$ cat src/gdam_consts.svh
`ifndef GDAM_CONSTS_SVH
`define GDAM_CONSTS_SVH

// register offsets on the serial register port
`define GDAM_OFS_PIN_CFG 8'h1b
`define GDAM_OFS_PIN_DATA 8'h1c
`define GDAM_OFS_ALARM_MASK 8'h1d

// pin count and register width
`define GDAM_NUM_PINS 7
`define GDAM_REG_W 16
`define GDAM_ADDR_W 8

// reset values
`define GDAM_RST_PIN_DATA 16'h007f
`define GDAM_RST_ALARM_MASK 16'hefdf
`define GDAM_RST_CFG_EN 7'h00
`define GDAM_RST_CFG_ODE 7'h7f

// pin configuration field positions
`define GDAM_CFG_EN_LSB 8
`define GDAM_CFG_ODE_LSB 0

// alarm mask layout: writable bits and reserved bits that read as one
`define GDAM_MASK_WR_BITS 16'h31ff
`define GDAM_MASK_RSV_ONES 16'hce00

// alarm mask bit positions
`define GDAM_BIT_SHUTDOWN 13
`define GDAM_BIT_OSCILLATOR_FAILURE_MASK 12
`define GDAM_BIT_OTP_CHECKSUM 8
`define GDAM_BIT_SERIAL_CHECKSUM 7
`define GDAM_BIT_WATCHDOG 6
`define GDAM_BIT_REFERENCE 5
`define GDAM_BIT_INPUT_ONE 4
`define GDAM_BIT_INPUT_ZERO 3
`define GDAM_BIT_CONV_TEMP 2
`define GDAM_BIT_OVERHEAT_ERR 1
`define GDAM_BIT_OVERHEAT_WARN 0

`endif

$ cat src/gdam_pkg.sv
package gdam_pkg;

    // one access from the serial register port decoder
    typedef struct packed {
        logic [7:0] addr;
        logic [15:0] wdata;
        logic wr;
        logic rd;
    } gdam_reg_req_t;

    // drive of the seven general purpose pins
    typedef struct packed {
        logic [6:0] level;
        logic [6:0] oe_n;
    } gdam_pin_drv_t;

endpackage

$ cat src/gdam_regs.sv
`timescale 1ns/10ps
`include "gdam_consts.svh"
// Behaviour
// - the pin data register sits at 1Ch, resets to 007Fh, bits 6..0 are pins 6..0, 15..7 read 0.
// - for a pin set up as an input, a read of the pin data register returns the live pin level.
// - for an output pin, the written data bit sets the level the device drives.
// - the alarm mask sits at 1Dh, resets to EFDFh, bits 15..14 read 3h and bits 11..9 read 7h.
// - a mask bit at 0 lets its fault raise the interrupt request.
// - a mask bit at 1 blocks its fault from both interrupt and alarm; default for most bits.
// - fault status bits are set by their conditions whatever the mask holds.
// - oscillator failure mask bit 12 and reference mask bit 5 reset to 0.
// - mask bit 1 gates the over-temperature error above 130 C and resets to 1.
// - mask bit 0 gates the temperature warning above 85 C and resets to 1.
// - a configuration enable bit at 1 turns on the pin function, at 0 leaves it off.
// - an open-drain select bit at 1 gives pseudo open-drain output, at 0 push-pull.

module gdam_regs #(
    parameter int NUM_PINS = `GDAM_NUM_PINS
) (
    // clock and reset
    input wire logic clk_sys,
    input wire logic rst,
    // register port from the serial decoder
    input gdam_pkg::gdam_reg_req_t reg_req,
    output logic [15:0] reg_rdata,
    output logic reg_rvalid,
    // general purpose pins
    input wire logic [NUM_PINS-1:0] pin_in,
    output gdam_pkg::gdam_pin_drv_t pin_drv,
    // fault status from the status register, mask layout
    input wire logic [15:0] fault_status,
    output logic [15:0] alarm_mask,
    output logic irq,
    output logic alarm_trigger,
    output logic fault_present
);

    // true when a pin is enabled, open-drain and written high
    function automatic logic pin_is_input(
        input logic en,
        input logic ode,
        input logic data
    );
        pin_is_input = en & ode & data;
    endfunction

    // true when an access targets the given offset
    function automatic logic hit(
        input logic [7:0] addr,
        input logic [7:0] ofs
    );
        hit = (addr == ofs);
    endfunction

    // keeps only the bits that carry a fault or its mask
    function automatic logic [15:0] fault_bits(
        input logic [15:0] v
    );
        fault_bits = v & `GDAM_MASK_WR_BITS;
    endfunction

    // stored register state
    logic [NUM_PINS-1:0] data_r;
    logic [NUM_PINS-1:0] data_nxt;
    logic [NUM_PINS-1:0] cfg_en_r;
    logic [NUM_PINS-1:0] cfg_en_nxt;
    logic [NUM_PINS-1:0] cfg_ode_r;
    logic [NUM_PINS-1:0] cfg_ode_nxt;
    logic [15:0] mask_r;
    logic [15:0] mask_nxt;

    // read path state
    logic [15:0] rdata_r;
    logic [15:0] rdata_nxt;
    logic rvalid_r;
    logic rvalid_nxt;

    // pin synchroniser and filtered level
    logic [NUM_PINS-1:0] sync1_r;
    logic [NUM_PINS-1:0] sync2_r;
    logic [NUM_PINS-1:0] sync3_r;
    logic [NUM_PINS-1:0] sync1_nxt;
    logic [NUM_PINS-1:0] sync2_nxt;
    logic [NUM_PINS-1:0] sync3_nxt;
    logic [NUM_PINS-1:0] lvl_r;
    logic [NUM_PINS-1:0] lvl_nxt;

    // pin drive state
    logic [NUM_PINS-1:0] drv_lvl_r;
    logic [NUM_PINS-1:0] drv_lvl_nxt;
    logic [NUM_PINS-1:0] drv_oe_n_r;
    logic [NUM_PINS-1:0] drv_oe_n_nxt;

    // alarm outputs
    logic irq_r;
    logic irq_nxt;
    logic alarm_r;
    logic alarm_nxt;
    logic present_r;
    logic present_nxt;

    // combined values seen by software
    logic [NUM_PINS-1:0] pin_read;
    logic [15:0] mask_view;
    logic [15:0] cfg_view;
    logic [15:0] unmasked;

    // register writes
    always_comb begin
        data_nxt = data_r;
        cfg_en_nxt = cfg_en_r;
        cfg_ode_nxt = cfg_ode_r;
        mask_nxt = mask_r;
        if (reg_req.wr) begin
            if (hit(reg_req.addr, `GDAM_OFS_PIN_DATA)) begin
                data_nxt = reg_req.wdata[NUM_PINS-1:0];
            end
            if (hit(reg_req.addr, `GDAM_OFS_PIN_CFG)) begin
                cfg_en_nxt = reg_req.wdata[`GDAM_CFG_EN_LSB +: NUM_PINS];
                cfg_ode_nxt = reg_req.wdata[`GDAM_CFG_ODE_LSB +: NUM_PINS];
            end
            if (hit(reg_req.addr, `GDAM_OFS_ALARM_MASK)) begin
                mask_nxt = fault_bits(reg_req.wdata);
            end
        end
    end

    // register storage; mask reset leaves bits 12 and 5 clear
    // pins reset disabled, so nothing is driven until software enables them
    always_ff @(posedge clk_sys or posedge rst) begin
        if (rst) begin
            data_r <= NUM_PINS'(`GDAM_RST_PIN_DATA);
            cfg_en_r <= NUM_PINS'(`GDAM_RST_CFG_EN);
            cfg_ode_r <= NUM_PINS'(`GDAM_RST_CFG_ODE);
            mask_r <= `GDAM_RST_ALARM_MASK & `GDAM_MASK_WR_BITS;
        end else begin
            data_r <= data_nxt;
            cfg_en_r <= cfg_en_nxt;
            cfg_ode_r <= cfg_ode_nxt;
            mask_r <= mask_nxt;
        end
    end

    // three-stage pin synchroniser, next values
    // the first stage may go metastable, so only the second stage reads it
    always_comb begin
        sync1_nxt = pin_in;
        sync2_nxt = sync1_r;
        sync3_nxt = sync2_r;
    end

    // synchroniser stages
    always_ff @(posedge clk_sys or posedge rst) begin
        if (rst) begin
            sync1_r <= '0;
            sync2_r <= '0;
            sync3_r <= '0;
        end else begin
            sync1_r <= sync1_nxt;
            sync2_r <= sync2_nxt;
            sync3_r <= sync3_nxt;
        end
    end

    // a pin level counts once the second and third stages agree
    // a change seen by one stage only leaves the old level in place
    always_comb begin
        lvl_nxt = lvl_r;
        for (int i = 0; i < NUM_PINS; i++) begin
            if (sync2_r[i] == sync3_r[i]) begin
                lvl_nxt[i] = sync3_r[i];
            end
        end
    end

    // filtered pin level
    always_ff @(posedge clk_sys or posedge rst) begin
        if (rst) begin
            lvl_r <= '0;
        end else begin
            lvl_r <= lvl_nxt;
        end
    end

    // pin drive: off when disabled, pseudo open-drain or push-pull
    // pseudo open-drain never drives high, so an input pin is not fought
    always_comb begin
        for (int i = 0; i < NUM_PINS; i++) begin
            drv_lvl_nxt[i] = data_r[i];
            if (!cfg_en_r[i]) begin
                drv_oe_n_nxt[i] = 1'b1;
            end else if (cfg_ode_r[i]) begin
                drv_lvl_nxt[i] = 1'b0;
                drv_oe_n_nxt[i] = data_r[i];
            end else begin
                drv_oe_n_nxt[i] = 1'b0;
            end
        end
    end

    // pin drive registers, released during reset
    always_ff @(posedge clk_sys or posedge rst) begin
        if (rst) begin
            drv_lvl_r <= '0;
            drv_oe_n_r <= '1;
        end else begin
            drv_lvl_r <= drv_lvl_nxt;
            drv_oe_n_r <= drv_oe_n_nxt;
        end
    end

    // data read: live level for inputs, stored bit otherwise
    always_comb begin
        for (int i = 0; i < NUM_PINS; i++) begin
            if (pin_is_input(cfg_en_r[i], cfg_ode_r[i], data_r[i])) begin
                pin_read[i] = lvl_r[i];
            end else begin
                pin_read[i] = data_r[i];
            end
        end
    end

    // register views with reserved bits filled in
    always_comb begin
        mask_view = mask_r | `GDAM_MASK_RSV_ONES;
        cfg_view = '0;
        cfg_view[`GDAM_CFG_EN_LSB +: NUM_PINS] = cfg_en_r;
        cfg_view[`GDAM_CFG_ODE_LSB +: NUM_PINS] = cfg_ode_r;
    end

    // read mux; unmapped offsets read zero
    // a read in the same cycle as a write returns the old value
    always_comb begin
        rdata_nxt = rdata_r;
        rvalid_nxt = reg_req.rd;
        if (reg_req.rd) begin
            rdata_nxt = '0;
            unique case (reg_req.addr)
                `GDAM_OFS_PIN_DATA: begin
                    rdata_nxt[NUM_PINS-1:0] = pin_read;
                end
                `GDAM_OFS_ALARM_MASK: begin
                    rdata_nxt = mask_view;
                end
                `GDAM_OFS_PIN_CFG: begin
                    rdata_nxt = cfg_view;
                end
                default: begin
                    rdata_nxt = '0;
                end
            endcase
        end
    end

    // read data registers
    always_ff @(posedge clk_sys or posedge rst) begin
        if (rst) begin
            rdata_r <= '0;
            rvalid_r <= 1'b0;
        end else begin
            rdata_r <= rdata_nxt;
            rvalid_r <= rvalid_nxt;
        end
    end

    // faults that the mask lets through
    // reserved status bits never reach the interrupt or the alarm
    always_comb begin
        unmasked = fault_bits(fault_status) & ~mask_r;
    end

    // interrupt, alarm and raw fault summary
    always_comb begin
        irq_nxt = |unmasked;
        alarm_nxt = |unmasked;
        present_nxt = |fault_bits(fault_status);
    end

    // alarm output registers
    always_ff @(posedge clk_sys or posedge rst) begin
        if (rst) begin
            irq_r <= 1'b0;
            alarm_r <= 1'b0;
            present_r <= 1'b0;
        end else begin
            irq_r <= irq_nxt;
            alarm_r <= alarm_nxt;
            present_r <= present_nxt;
        end
    end

    // outputs
    assign reg_rdata = rdata_r;
    assign reg_rvalid = rvalid_r;
    assign pin_drv.level = drv_lvl_r;
    assign pin_drv.oe_n = drv_oe_n_r;
    assign alarm_mask = mask_view;
    assign irq = irq_r;
    assign alarm_trigger = alarm_r;
    assign fault_present = present_r;

endmodule

$ cat config.mk
export PLATFORM = sky130hd
export DESIGN_NAME = gdam_regs
export DESIGN_NICKNAME = d
export VERILOG_FILES = /design/src/gdam_pkg.sv /design/src/gdam_regs.sv
export VERILOG_INCLUDE_DIRS = /design/src
export SDC_FILE = /design/constraint.sdc
export NUM_CORES = 1
export LEC_CHECK = 0
export ABC_CLOCK_PERIOD_IN_PS = 2900
export BUFFER_PORTS_ARGS = -buffer_cell sky130_fd_sc_hd__buf_2
export CORE_MARGIN = 2
export CORE_UTILIZATION = 47
export CTS_CLUSTER_DIAMETER = 30
export DETAILED_ROUTE_END_ITERATION = 16
export PLACE_DENSITY = 0.88
export RECOVER_POWER = 100
export REMOVE_ABC_BUFFERS = 1
export SLEW_MARGIN = 20
export SYNTH_ARGS = -nofsm -noshare
export SYNTH_HDL_FRONTEND = slang
export SYNTH_SLANG_ARGS = --single-unit
$ cat constraint.sdc
create_clock -name clk_sys -period 2.9 [get_ports clk_sys]
set_input_delay 0.58 -clock clk_sys [delete_from_list [all_inputs] [get_ports clk_sys]]
set_output_delay 0.58 -clock clk_sys [all_outputs]
set_load 0.02 [all_outputs]
==> run_results.csv, run 1 <==
group,metric,value,unit
finish,regArea,2360,um2
timing,maxSlewViolCount,47,
worst_setup_path,reg2reg_from,"mask_r[8]",
route,drc,0,
clocking,htree_levels,3,
logic_synthesis,yosys.area_share.simple,10.6,%
clocking,cts.hold.buffers_added,0,
clocking,post-cts-setup-buffer-count,0,
grt,antenna_found_initial,0,
placed_design,numPortBuffers,89,
logic_synthesis,ys_types,40,
clocking,cts_tree,"built",
floorplan,die_area,8630,um2
min_path,hp-class,"in -> reg",
worst_setup_path,critPathArrivalTime,2.50,ns
timing,tightestPinTransition,2.00,ns
grt,grt_pass1_vias,2504,
finish,drive_above_1_share,25.5,%
finish,fin_cells,471,
clocking,clk_latency,0.36,ns
finish,antennaDiodeCount,0,
floorplan,die_x,92.9,um
clocking,cts_made_buffers,9,
logic_synthesis,ys_ff_latch,93,
logic_synthesis,synth-warning-count,0,
timing,hold_violations,0,
logic_synthesis,synth_xor_area_share,0,%
clocking,clock_path_buffers,2,
finish,nNetsFinal,415,
placed_design,dp_hpwl,5830,um
logic_synthesis,synth_top_flop_cell,"dfrtp_1",
min_path,whs_path_depth,1,
worst_setup_path,r2r_setup_slack,1.55,ns
timing,min_period_over_period,76.5,%
clocking,cts.clk_slew.worst_paths,0.09,ns
logic_synthesis,synth_fa_ha_area_share,1.89,%
timing,rsz0062_at_grt,"false",
finish,syn_to_final_growth,15.0,%
logic_synthesis,synth_area_per_cell,13.8,um2
power,ir_drop,0.276,mV
floorplan,ios,101,
logic_synthesis,yosysTopAreaCell,"dfrtp_1",
clocking,cts_root_buf,"clkbuf_8",
finish,n_fill_cell,692,
timing,setup_violations,0,
grt,grt_pass1_wl,12800,um
floorplan,coreArea,7690,um2
worst_setup_path,critPathMaxStageDelay,0.48,ns
worst_setup_path,crit_path_end,"data_r[3]",
timing,fin_tns_setup,0,ns
worst_setup_path,required,3.18,ns
logic_synthesis,synth_most_common_cell,"dfrtp_1",
timing,fin_skew,0.0107,ns
logic_synthesis,synth_mux_area_share,12.0,%
clocking,cts_resized,0,
logic_synthesis,synth_commonest_cells,"dfrtp_1, dfstp_2, nand2_1, mux2_4, mux2_2",
route,drtIter0Drc,126,
power,p_leak,1.85,nW
route,vias,2434,
route,vias_per_cell,5.17,
timing,timing.fmax,451,MHz
worst_setup_path,cp_cell_sequence,"buf_2 -> nor4b_1 -> and2_0 -> nand3_1 -> mux2_2",
worst_setup_path,critPathMaxFanout,7,
status,violations,"max-capacitance violations, max-slew violations",
logic_synthesis,yosysSeqAreaShare,63.7,%
finish,multi_input_area,1130,um2
timing,setup_ws,0.681,ns
logic_synthesis,syn_inst,270,
grt,grt_remaining_overflow,0,
logic_synthesis,synth_area_leaders,"dfrtp_1, dfstp_2, mux2_4",
route,routed_wl,8160,um
timing,period_minus_slack,2.22,ns
worst_setup_path,crit_path_end_kind,"register",
logic_synthesis,postSynth.asyncResetShare,100,%
clocking,cts.sinks,93,
logic_synthesis,synth-edff-count,0,
logic_synthesis,netlist_area,3710,um2
job,drv_cap,1,
floorplan,std_cell_rows,32,
placed_design,post-place-ws,0.717,ns
floorplan,initial_utilization,48.3,%
worst_setup_path,timing.rr.end,"alarm_trigger",
power,pwr_density_cell,566,nW/um2
logic_synthesis,synth_top_family_by_area,"multiplexers",
worst_setup_path,path_class,"in -> reg",
placed_design,gp_congestion,0.809,
status,outcome,"complete, but fails checks",
placed_design,dp_cells,455,
logic_synthesis,yosysTopAreaCellShare,42.5,%
worst_setup_path,crit_start,"reg_req[23]",
route,ant_nets,0,
worst_setup_path,rr_worst_depth,4,
worst_setup_path,cp_slowest_cell,"nor4b_1",
floorplan,die_h,92.9,um
route,drt-pass1-iter-count,4,
worst_setup_path,startpoint_type,"primary input",
logic_synthesis,synth-compound-area-share,7.95,%
route,wl_per_cell,17.3,um
grt,grt_use_total,19.8,%
timing,relSlewSlack,-33.7,%
grt,grt_max_degree,48,
[per-layer routing]
metal	GRT usage (%)	vias to the layer above	wire length [um]
li1	-	1120	-
met1	26.0	1210	3500
met2	31.5	90	4000
met3	3.66	14	538
met4	9.80	0	129
met5	0	-	0
[power breakdown]
group	internal [mW]	switching, mW
combinational	0.0698	0.120
clock	0.395	0.417
sequential	1.37	0.0437
[worst max-delay path: cells and delay by family]
kind	cells	cell delay (ns)
buffers and inverters	1	0.10
AND/OR/NAND/NOR	3	1.37
multiplexers	1	0.43
[kinds of logic (layout without fill, tap and decap cells)]
group | Yosys count | after routing
flip-flops | 93 | 93
AND/OR/NAND/NOR | 69 | 69
AO/OA/AOI/OAI | 42 | 42
multiplexers | 33 | 33
buffers and inverters | 25 | 120
adder cells (fa/ha/maj) | 7 | 7
other | 1 | 5
[registers in the layout, indices dropped and copies added, names as in the netlist]
signal         flops
sync3_r            7
lvl_r              7
sync2_r            7
cfg_en_r           7
mask_r            11
reg_rdata         16
sync1_r            7
alarm_trigger      1
cfg_ode_r          7
fault_present      1
drv_lvl_r          7
drv_oe_n_r         7
data_r             7
reg_rvalid         1
[metrics by stage]
stage          hold slack (ns)  cell area [um2]  util (%)  power, mW
2_1_floorplan            0.331             3630         -       1.55
4_1_cts                  0.318             4430      57.6       2.47
5_1_grt                  0.315             4270      55.6       2.52
6_report                 0.325             4270      55.6       2.42
3_3_place_gp             0.332             4250      55.3       1.64
3_5_place_dp             0.335             4250      55.3       1.66
[cells in the final DEF, fill, tap and decap left out, types with 2 or more instances in the layout]
cell type and instances:
o211ai_1 7, a21boi_0 6, nand2b_1 10, clkbuf_8 9, conb_1 5, clkbuf_1 49, nor3_1 2, a21oi_1 11
dfrtp_1 63, and2_0 5, nor4_1 2, dfstp_2 18, and2_1 2, mux2_1 20, o22ai_1 3, buf_2 44
inv_1 10, nand3_1 3, maj3_1 7, dfstp_1 12, a22oi_1 3, clkinv_2 3, nand2_1 28, mux2_2 13
a32oi_1 7, nor2_1 8
[layout make-up]
type                    count  area share, %
flip-flops and latches     93           55.4
multi-input cells         156           26.4
repair buffers             93           9.93
clock buffers              11           3.08
well taps                 102           2.99
clock inverters             5           1.23
inverters                  11          0.996
[worst min-delay path by stage]
| stage | to | startpoint | slack (ns) |
|---|---|---|---|
| after floorplan | sync2_r[0] | sync1_r[0] | 0.33 |
| after global placement | sync2_r[4] | sync1_r[4] | 0.33 |
| after detailed placement | sync2_r[0] | sync1_r[0] | 0.33 |
| after CTS | sync1_r[6] | pin_in[6] | 0.32 |
| after global routing | sync1_r[1] | pin_in[1] | 0.31 |
| final | sync1_r[1] | pin_in[1] | 0.33 |
Note: power is estimated with default switching activity, not from simulation.
==> inputs of run 2 (changes only) <==
--- a/config.mk
+++ b/config.mk
@@ -6,13 +6,13 @@
 export SDC_FILE = /design/constraint.sdc
 export NUM_CORES = 1
 export LEC_CHECK = 0
-export ABC_CLOCK_PERIOD_IN_PS = 2900
+export ABC_CLOCK_PERIOD_IN_PS = 2300
 export BUFFER_PORTS_ARGS = -buffer_cell sky130_fd_sc_hd__buf_2
 export CORE_MARGIN = 2
-export CORE_UTILIZATION = 47
+export CORE_UTILIZATION = 50
 export CTS_CLUSTER_DIAMETER = 30
 export DETAILED_ROUTE_END_ITERATION = 16
-export PLACE_DENSITY = 0.88
+export PLACE_DENSITY = 0.89
 export RECOVER_POWER = 100
 export REMOVE_ABC_BUFFERS = 1
 export SLEW_MARGIN = 20
==> constraint.sdc (replaced) <==
create_clock -name clk_sys -period 2.3 [get_ports clk_sys]
set_input_delay 0.46 -clock clk_sys [delete_from_list [all_inputs] [get_ports clk_sys]]
set_output_delay 0.46 -clock clk_sys [all_outputs]
set_load 0.02 [all_outputs]
==> run 2 against run 1 <==
  * The run now ends clean
  * Worst setup slack worse by 0.26 ns
  * Sequential power rose by 25%
  * Design area is 0.50% lower
==> run_results.csv, run 2 (synthesis gave the netlist of run 1 again) <==
group,metric,value,unit
clocking,cts_tree,"built",
finish,antennaDiodeCount,0,
finish,final_area,4250,um2
power,finalPower,2.98,mW
timing,fin_tns_setup,0,ns
route,vias_per_cell,5.23,
floorplan,initial_utilization,51.5,%
route,topRoutingLayerUsed,"met4",
clocking,cts.sinks,93,
grt,grt_use_total,20.7,%
job,drv_cap,0,
power,pwr-share-seq,59.9,%
worst_setup_path,critPathMaxFanout,7,
grt,grt_pass1_wl,12900,um
placed_design,numPortBuffers,89,
worst_setup_path,crit_start,"reg_req[23]",
clocking,cts_root_buf,"clkbuf_8",
floorplan,coreArea,7210,um2
power,pwr_density_cell,700,nW/um2
grt,grt_pass1_vias,2500,
floorplan,std_cell_rows,31,
clocking,htree_levels,3,
worst_setup_path,path_class,"in -> reg",
timing,setup_ws,0.426,ns
timing,maxSlewViolCount,0,
clocking,cts.hold.buffers_added,0,
min_path,hp-class,"in -> reg",
finish,layout_common_cells,"dfrtp_1, clkbuf_1, buf_2",
finish,regArea,2360,um2
clocking,post-cts-setup-buffer-count,0,
route,drt-pass1-iter-count,4,
timing,tightestPinTransition,1.20,ns
placed_design,dp_cells,451,
timing,period_minus_slack,1.87,ns
route,drtIter0Drc,181,
route,drc,0,
power,ir_drop,0.287,mV
finish,mostFrequentLayoutCell,"dfrtp_1",
grt,grt_remaining_overflow,0,
finish,nNetsFinal,414,
clocking,cts.clk_slew.worst_paths,0.09,ns
finish,fin_cells,467,
timing,min_period_over_period,81.5,%
power,combPwrFrac,8.0,%
timing,hold_violations,0,
power,clockPowerShare,32.1,%
timing,setup_violations,0,
grt,grt_max_degree,94,
finish,syn_to_final_growth,14.4,%
route,wl_met1,3430,um
worst_setup_path,critPathArrivalTime,2.15,ns
finish,drive_above_1_share,25.3,%
power,p_leak,1.83,nW
finish,multi_input_area,1140,um2
clocking,clock_path_buffers,2,
status,outcome,"complete, no violations",
worst_setup_path,crit_path_end_kind,"register",
worst_setup_path,reg2reg_from,"mask_r[8]",
placed_design,gp_congestion,0.842,
power,p_int,2.24,mW
clocking,clk_latency,0.35,ns
power,switching_power,0.737,mW
placed_design,post-place-ws,0.303,ns
route,routed-wl-met3,533,um
finish,largest_register_ffs,16,
route,wl_met2,3760,um
placed_design,postPlaceCellArea,4240,um2
finish,post-route-util,58.9,%
timing,timing.fmax,534,MHz
timing,fin_skew,0.00628,ns
clocking,cts_made_buffers,9,
power,switching_share,24.8,%
worst_setup_path,startpoint_type,"primary input",
timing,relSlewSlack,19.7,%
floorplan,die_x,90.2,um
worst_setup_path,timing.rr.end,"alarm_trigger",
worst_setup_path,crit_path_end,"data_r[6]",
timing,holdWs,0.203,ns
placed_design,dp_hpwl,5440,um
floorplan,die_h,90.2,um
route,routed_wl,7900,um
worst_setup_path,r2r_setup_slack,1.04,ns
floorplan,die_area,8130,um2
route,ant_nets,0,
floorplan,ios,101,
timing,rsz0062_at_grt,"false",
worst_setup_path,required,2.58,ns
worst_setup_path,rr_worst_depth,4,
clocking,cts_resized,0,
route,vias,2442,
route,wl_per_cell,16.9,um
grt,antenna_found_initial,0,
finish,n_fill_cell,634,
==> run 2: changes by cell type in the layout (fill, tap and decap cells not counted), sizes merged <==
| cell | change |
|---|---|
| bufinv | -1 |
| clkbuf | +4 |
| clkinv | -1 |
| buf | -3 |
==> run 2: worst min path at each step <==
stage | from | endpoint | slack, ns | cells after the start
after floorplan | sync1_r[0] | sync2_r[0] | 0.33 | 0
after global placement | sync1_r[2] | sync2_r[2] | 0.33 | 0
after detailed placement | sync1_r[3] | sync2_r[3] | 0.33 | 0
after CTS | pin_in[0] | sync1_r[0] | 0.19 | 1
after global routing | pin_in[0] | sync1_r[0] | 0.18 | 1
final | pin_in[0] | sync1_r[0] | 0.20 | 1
==> run 2: layout make-up <==
class,instances,area share [%]
Tap cell,99,2.92
Clock buffer,13,3.50
Clock inverter,3,0.501
Multi-Input combinational cell,156,26.9
Sequential cell,93,55.7
Timing Repair Buffer,92,9.54
Inverter,11,1.00
==> run 2: power by group through the flow <==
stage | sequential, mW | clock (mW) | combinational (mW)
after floorplan | 1.84 | 0 | 0.112
after global placement | 1.81 | 0 | 0.258
after detailed placement | 1.82 | 0 | 0.265
after CTS | 1.79 | 0.985 | 0.267
after global routing | 1.80 | 1.06 | 0.261
final | 1.78 | 0.956 | 0.237
==> run 2: layer usage <==
metal	GRT usage (%)	vias to the layer above
met5	0	-
li1	-	1113
met1	27.6	1219
met3	4.61	12
met2	32.6	98
met4	9.87	0
==> run 2: worst max-delay path: stages <==
cell      delay [ns]
clkbuf_1        0.10
nor4b_4         0.32
and2_0          0.39
nand3_1         0.47
mux2_2          0.42
==> inputs of run 3 (changes only) <==
--- a/config.mk
+++ b/config.mk
@@ -6,13 +6,14 @@
 export SDC_FILE = /design/constraint.sdc
 export NUM_CORES = 1
 export LEC_CHECK = 0
-export ABC_CLOCK_PERIOD_IN_PS = 2300
+export ABC_AREA = 1
+export ABC_CLOCK_PERIOD_IN_PS = 1500
 export BUFFER_PORTS_ARGS = -buffer_cell sky130_fd_sc_hd__buf_2
 export CORE_MARGIN = 2
-export CORE_UTILIZATION = 50
+export CORE_UTILIZATION = 47
 export CTS_CLUSTER_DIAMETER = 30
 export DETAILED_ROUTE_END_ITERATION = 16
-export PLACE_DENSITY = 0.89
+export PLACE_DENSITY = 0.87
 export RECOVER_POWER = 100
 export REMOVE_ABC_BUFFERS = 1
 export SLEW_MARGIN = 20
==> constraint.sdc (replaced) <==
create_clock -name clk_sys -period 1.5 [get_ports clk_sys]
set_input_delay 0.3 -clock clk_sys [delete_from_list [all_inputs] [get_ports clk_sys]]
set_output_delay 0.3 -clock clk_sys [all_outputs]
set_load 0.02 [all_outputs]
==> run 3 against run 2 <==
  * Flip-flop and latch count stayed put
  * Via count rose by 18%
  * Die area grew 8.5%
  * Routed wire length up 9.0%
  * Largest cell class unchanged
  * Highest routed layer unchanged
==> run_results.csv, run 3 <==
group,metric,value,unit
status,outcome,"complete, no violations",
finish,nNetsFinal,531,
timing,min_period_over_period,95.8,%
clocking,clock_path_buffers,2,
floorplan,ios,101,
timing,maxSlewViolCount,0,
placed_design,numPortBuffers,89,
grt,top_usage_layer,"met2",
grt,use_met3,4.09,%
route,vias,2893,
worst_setup_path,path_class,"reg -> out",
logic_synthesis,yosysSeqAreaShare,62.2,%
logic_synthesis,ys_ff_latch,93,
timing,rsz0062_at_grt,"false",
worst_setup_path,required,1.20,ns
timing,timing.fmax,696,MHz
power,ir_drop,0.468,mV
worst_setup_path,r2r_setup_slack,0.22,ns
placed_design,gp_congestion,0.822,
route,routed_wl,8620,um
logic_synthesis,synth_most_common_cell,"nand2_1",
worst_setup_path,timing.rr.end,"alarm_trigger",
clocking,cts_made_buffers,9,
finish,largest_register_ffs,16,
placed_design,postPlaceCellArea,4370,um2
placed_design,dp_cells,571,
grt,grt_use_total,21.1,%
worst_setup_path,critPathArrivalTime,1.14,ns
route,drtIter0Drc,151,
finish,mostFrequentLayoutCell,"nand2_1",
logic_synthesis,synth-edff-count,0,
clocking,htree_levels,3,
clocking,cts.clk_slew.worst_paths,0.08,ns
clocking,cts.sinks,93,
worst_setup_path,crit_start,"mask_r[3]",
finish,n_fill_cell,715,
min_path,hp-class,"in -> reg",
route,drt-pass1-iter-count,4,
logic_synthesis,postSynth.asyncResetShare,100,%
logic_synthesis,synth_area_leaders,"dfrtp_1, dfstp_2, nand2_1",
route,wl_per_cell,14.7,um
logic_synthesis,ys_types,28,
timing,period_minus_slack,1.44,ns
logic_synthesis,synth_area_per_cell,9.98,um2
clocking,cts_tree,"built",
power,pwr_density_cell,1100,nW/um2
job,drv_cap,0,
worst_setup_path,critPathMaxFanout,4,
floorplan,initial_utilization,48.9,%
finish,fin_cells,587,
logic_synthesis,synth-warning-count,0,
logic_synthesis,synth_mux_area_share,0,%
logic_synthesis,yosysTopAreaCell,"dfrtp_1",
floorplan,die_h,93.9,um
logic_synthesis,synth_top_flop_cell,"dfrtp_1",
timing,relSlewSlack,21.0,%
worst_setup_path,rr_worst_depth,5,
grt,grt_pass1_wl,13800,um
worst_setup_path,cp_cell_sequence,"buf_2",
logic_synthesis,syn_inst,381,
route,drc,0,
logic_synthesis,netlist_area,3800,um2
route,vias_per_cell,4.93,
placed_design,dp_hpwl,6150,um
route,ant_nets,0,
finish,antennaDiodeCount,0,
worst_setup_path,startpoint_type,"register",
clocking,cts_root_buf,"clkbuf_8",
clocking,post-cts-setup-buffer-count,0,
timing,setup_violations,0,
grt,grt_max_degree,94,
floorplan,std_cell_rows,32,
logic_synthesis,synth_top_family_by_area,"simple AND/OR/NAND/NOR gates",
worst_setup_path,path_delay_family,"flip-flops",
grt,met1_usage,28.3,%
grt,grt_remaining_overflow,0,
timing,fin_skew,0.00599,ns
worst_setup_path,crit_path_end,"alarm_mask[3]",
grt,grt_pass1_vias,2819,
logic_synthesis,synth-compound-area-share,7.24,%
finish,syn_to_final_growth,16.6,%
logic_synthesis,synth_fa_ha_area_share,1.84,%
worst_setup_path,cp_slowest_cell,"dfstp_2",
finish,layout_common_cells,"nand2_1, dfrtp_1, clkbuf_1, buf_2, nand3_1",
floorplan,die_x,93.9,um
finish,final_area,4430,um2
finish,drive_above_1_share,21.4,%
logic_synthesis,synth_xor_area_share,0,%
worst_setup_path,critPathMaxStageDelay,0.59,ns
worst_setup_path,cp.depth,1,
clocking,clk_latency,0.36,ns
grt,antenna_found_initial,0,
worst_setup_path,worst-path-buf-inv,1,
logic_synthesis,yosysTopAreaCellShare,41.5,%
clocking,cts.hold.buffers_added,0,
logic_synthesis,synth_commonest_cells,"nand2_1, dfrtp_1, nand3_1, inv_1, dfstp_2",
timing,hold_violations,0,
worst_setup_path,crit_path_end_kind,"output pin",
logic_synthesis,yosys.area_share.simple,21.3,%
worst_setup_path,reg2reg_from,"mask_r[7]",
floorplan,die_area,8820,um2
clocking,cts_resized,0,
power,p_leak,2.12,nW
grt,grt_use_met2,34.3,%
floorplan,coreArea,7770,um2
timing,tightestPinTransition,1.18,ns
## run 3: changes by cell type after synthesis, sizes merged, moves of 7 or more
cell    previous run  this run
nand2b            10         0
o21ai              1        28
nand3              4        38
nor2               8        25
a32oi              7         0
and2               7         0
mux2              33         0
nand2             28       119
inv               11        37
## run 3: kinds of logic (layout without fill, tap and decap cells)
logic type / after synthesis / in the layout
AO/OA/AOI/OAI: 39 / 39
flip-flops: 93 / 93
buffers and inverters: 55 / 155
adder cells (fa/ha/maj): 7 / 7
AND/OR/NAND/NOR: 186 / 186
other: 1 / 5
## run 3: cell type report
type                       instances  area (um2)  share of cell area, %
multi-input combinational        237        1110                   25.1
clock buffer                      12         135                   3.05
timing repair buffer              99         465                   10.5
inverter                          40         156                   3.53
tap                              102         128                   2.88
clock inverter                     4        72.6                   1.64
sequential                        93        2360                   53.3
## run 3: per-layer routing
metal	part of all wire, %	routed length (um)
met2	48	4130
met1	45	3840
met3	5.9	509
met4	1.6	142
met5	0	0
## run 3: power by group
part	switching (mW)	internal (mW)	total (mW)
Clock	0.846	0.939	1.78
Combinational	0.243	0.122	0.365
Sequential	0.0783	2.64	2.72
## run 3: per-stage QoR
stage	util [%]	setup TNS, ns	setup WS [ns]	power, mW	hold WS (ns)
finish	57.1	0	0.0632	4.87	0.0411
global route	57.1	0	0.0106	5.07	0.0232
CTS	58.9	0	0.0444	4.93	0.0280
detailed placement	56.3	0	0.0924	3.17	0.336
global placement	56.3	0	0.128	3.15	0.332
floorplan	-	-90.57	-1.17	2.97	0.331
## run 3: how the worst min path moves through the flow
| stage | startpoint | end | slack (ns) | cells past startpoint |
|---|---|---|---|---|
| 6_report | pin_in[5] | sync1_r[5] | 0.04 | 1 |
| 4_1_cts | pin_in[5] | sync1_r[5] | 0.03 | 1 |
| 5_1_grt | pin_in[4] | sync1_r[4] | 0.02 | 1 |
| 2_1_floorplan | sync1_r[0] | sync2_r[0] | 0.33 | 0 |
| 3_5_place_dp | sync1_r[1] | sync2_r[1] | 0.34 | 0 |
| 3_3_place_gp | sync1_r[0] | sync2_r[0] | 0.33 | 0 |
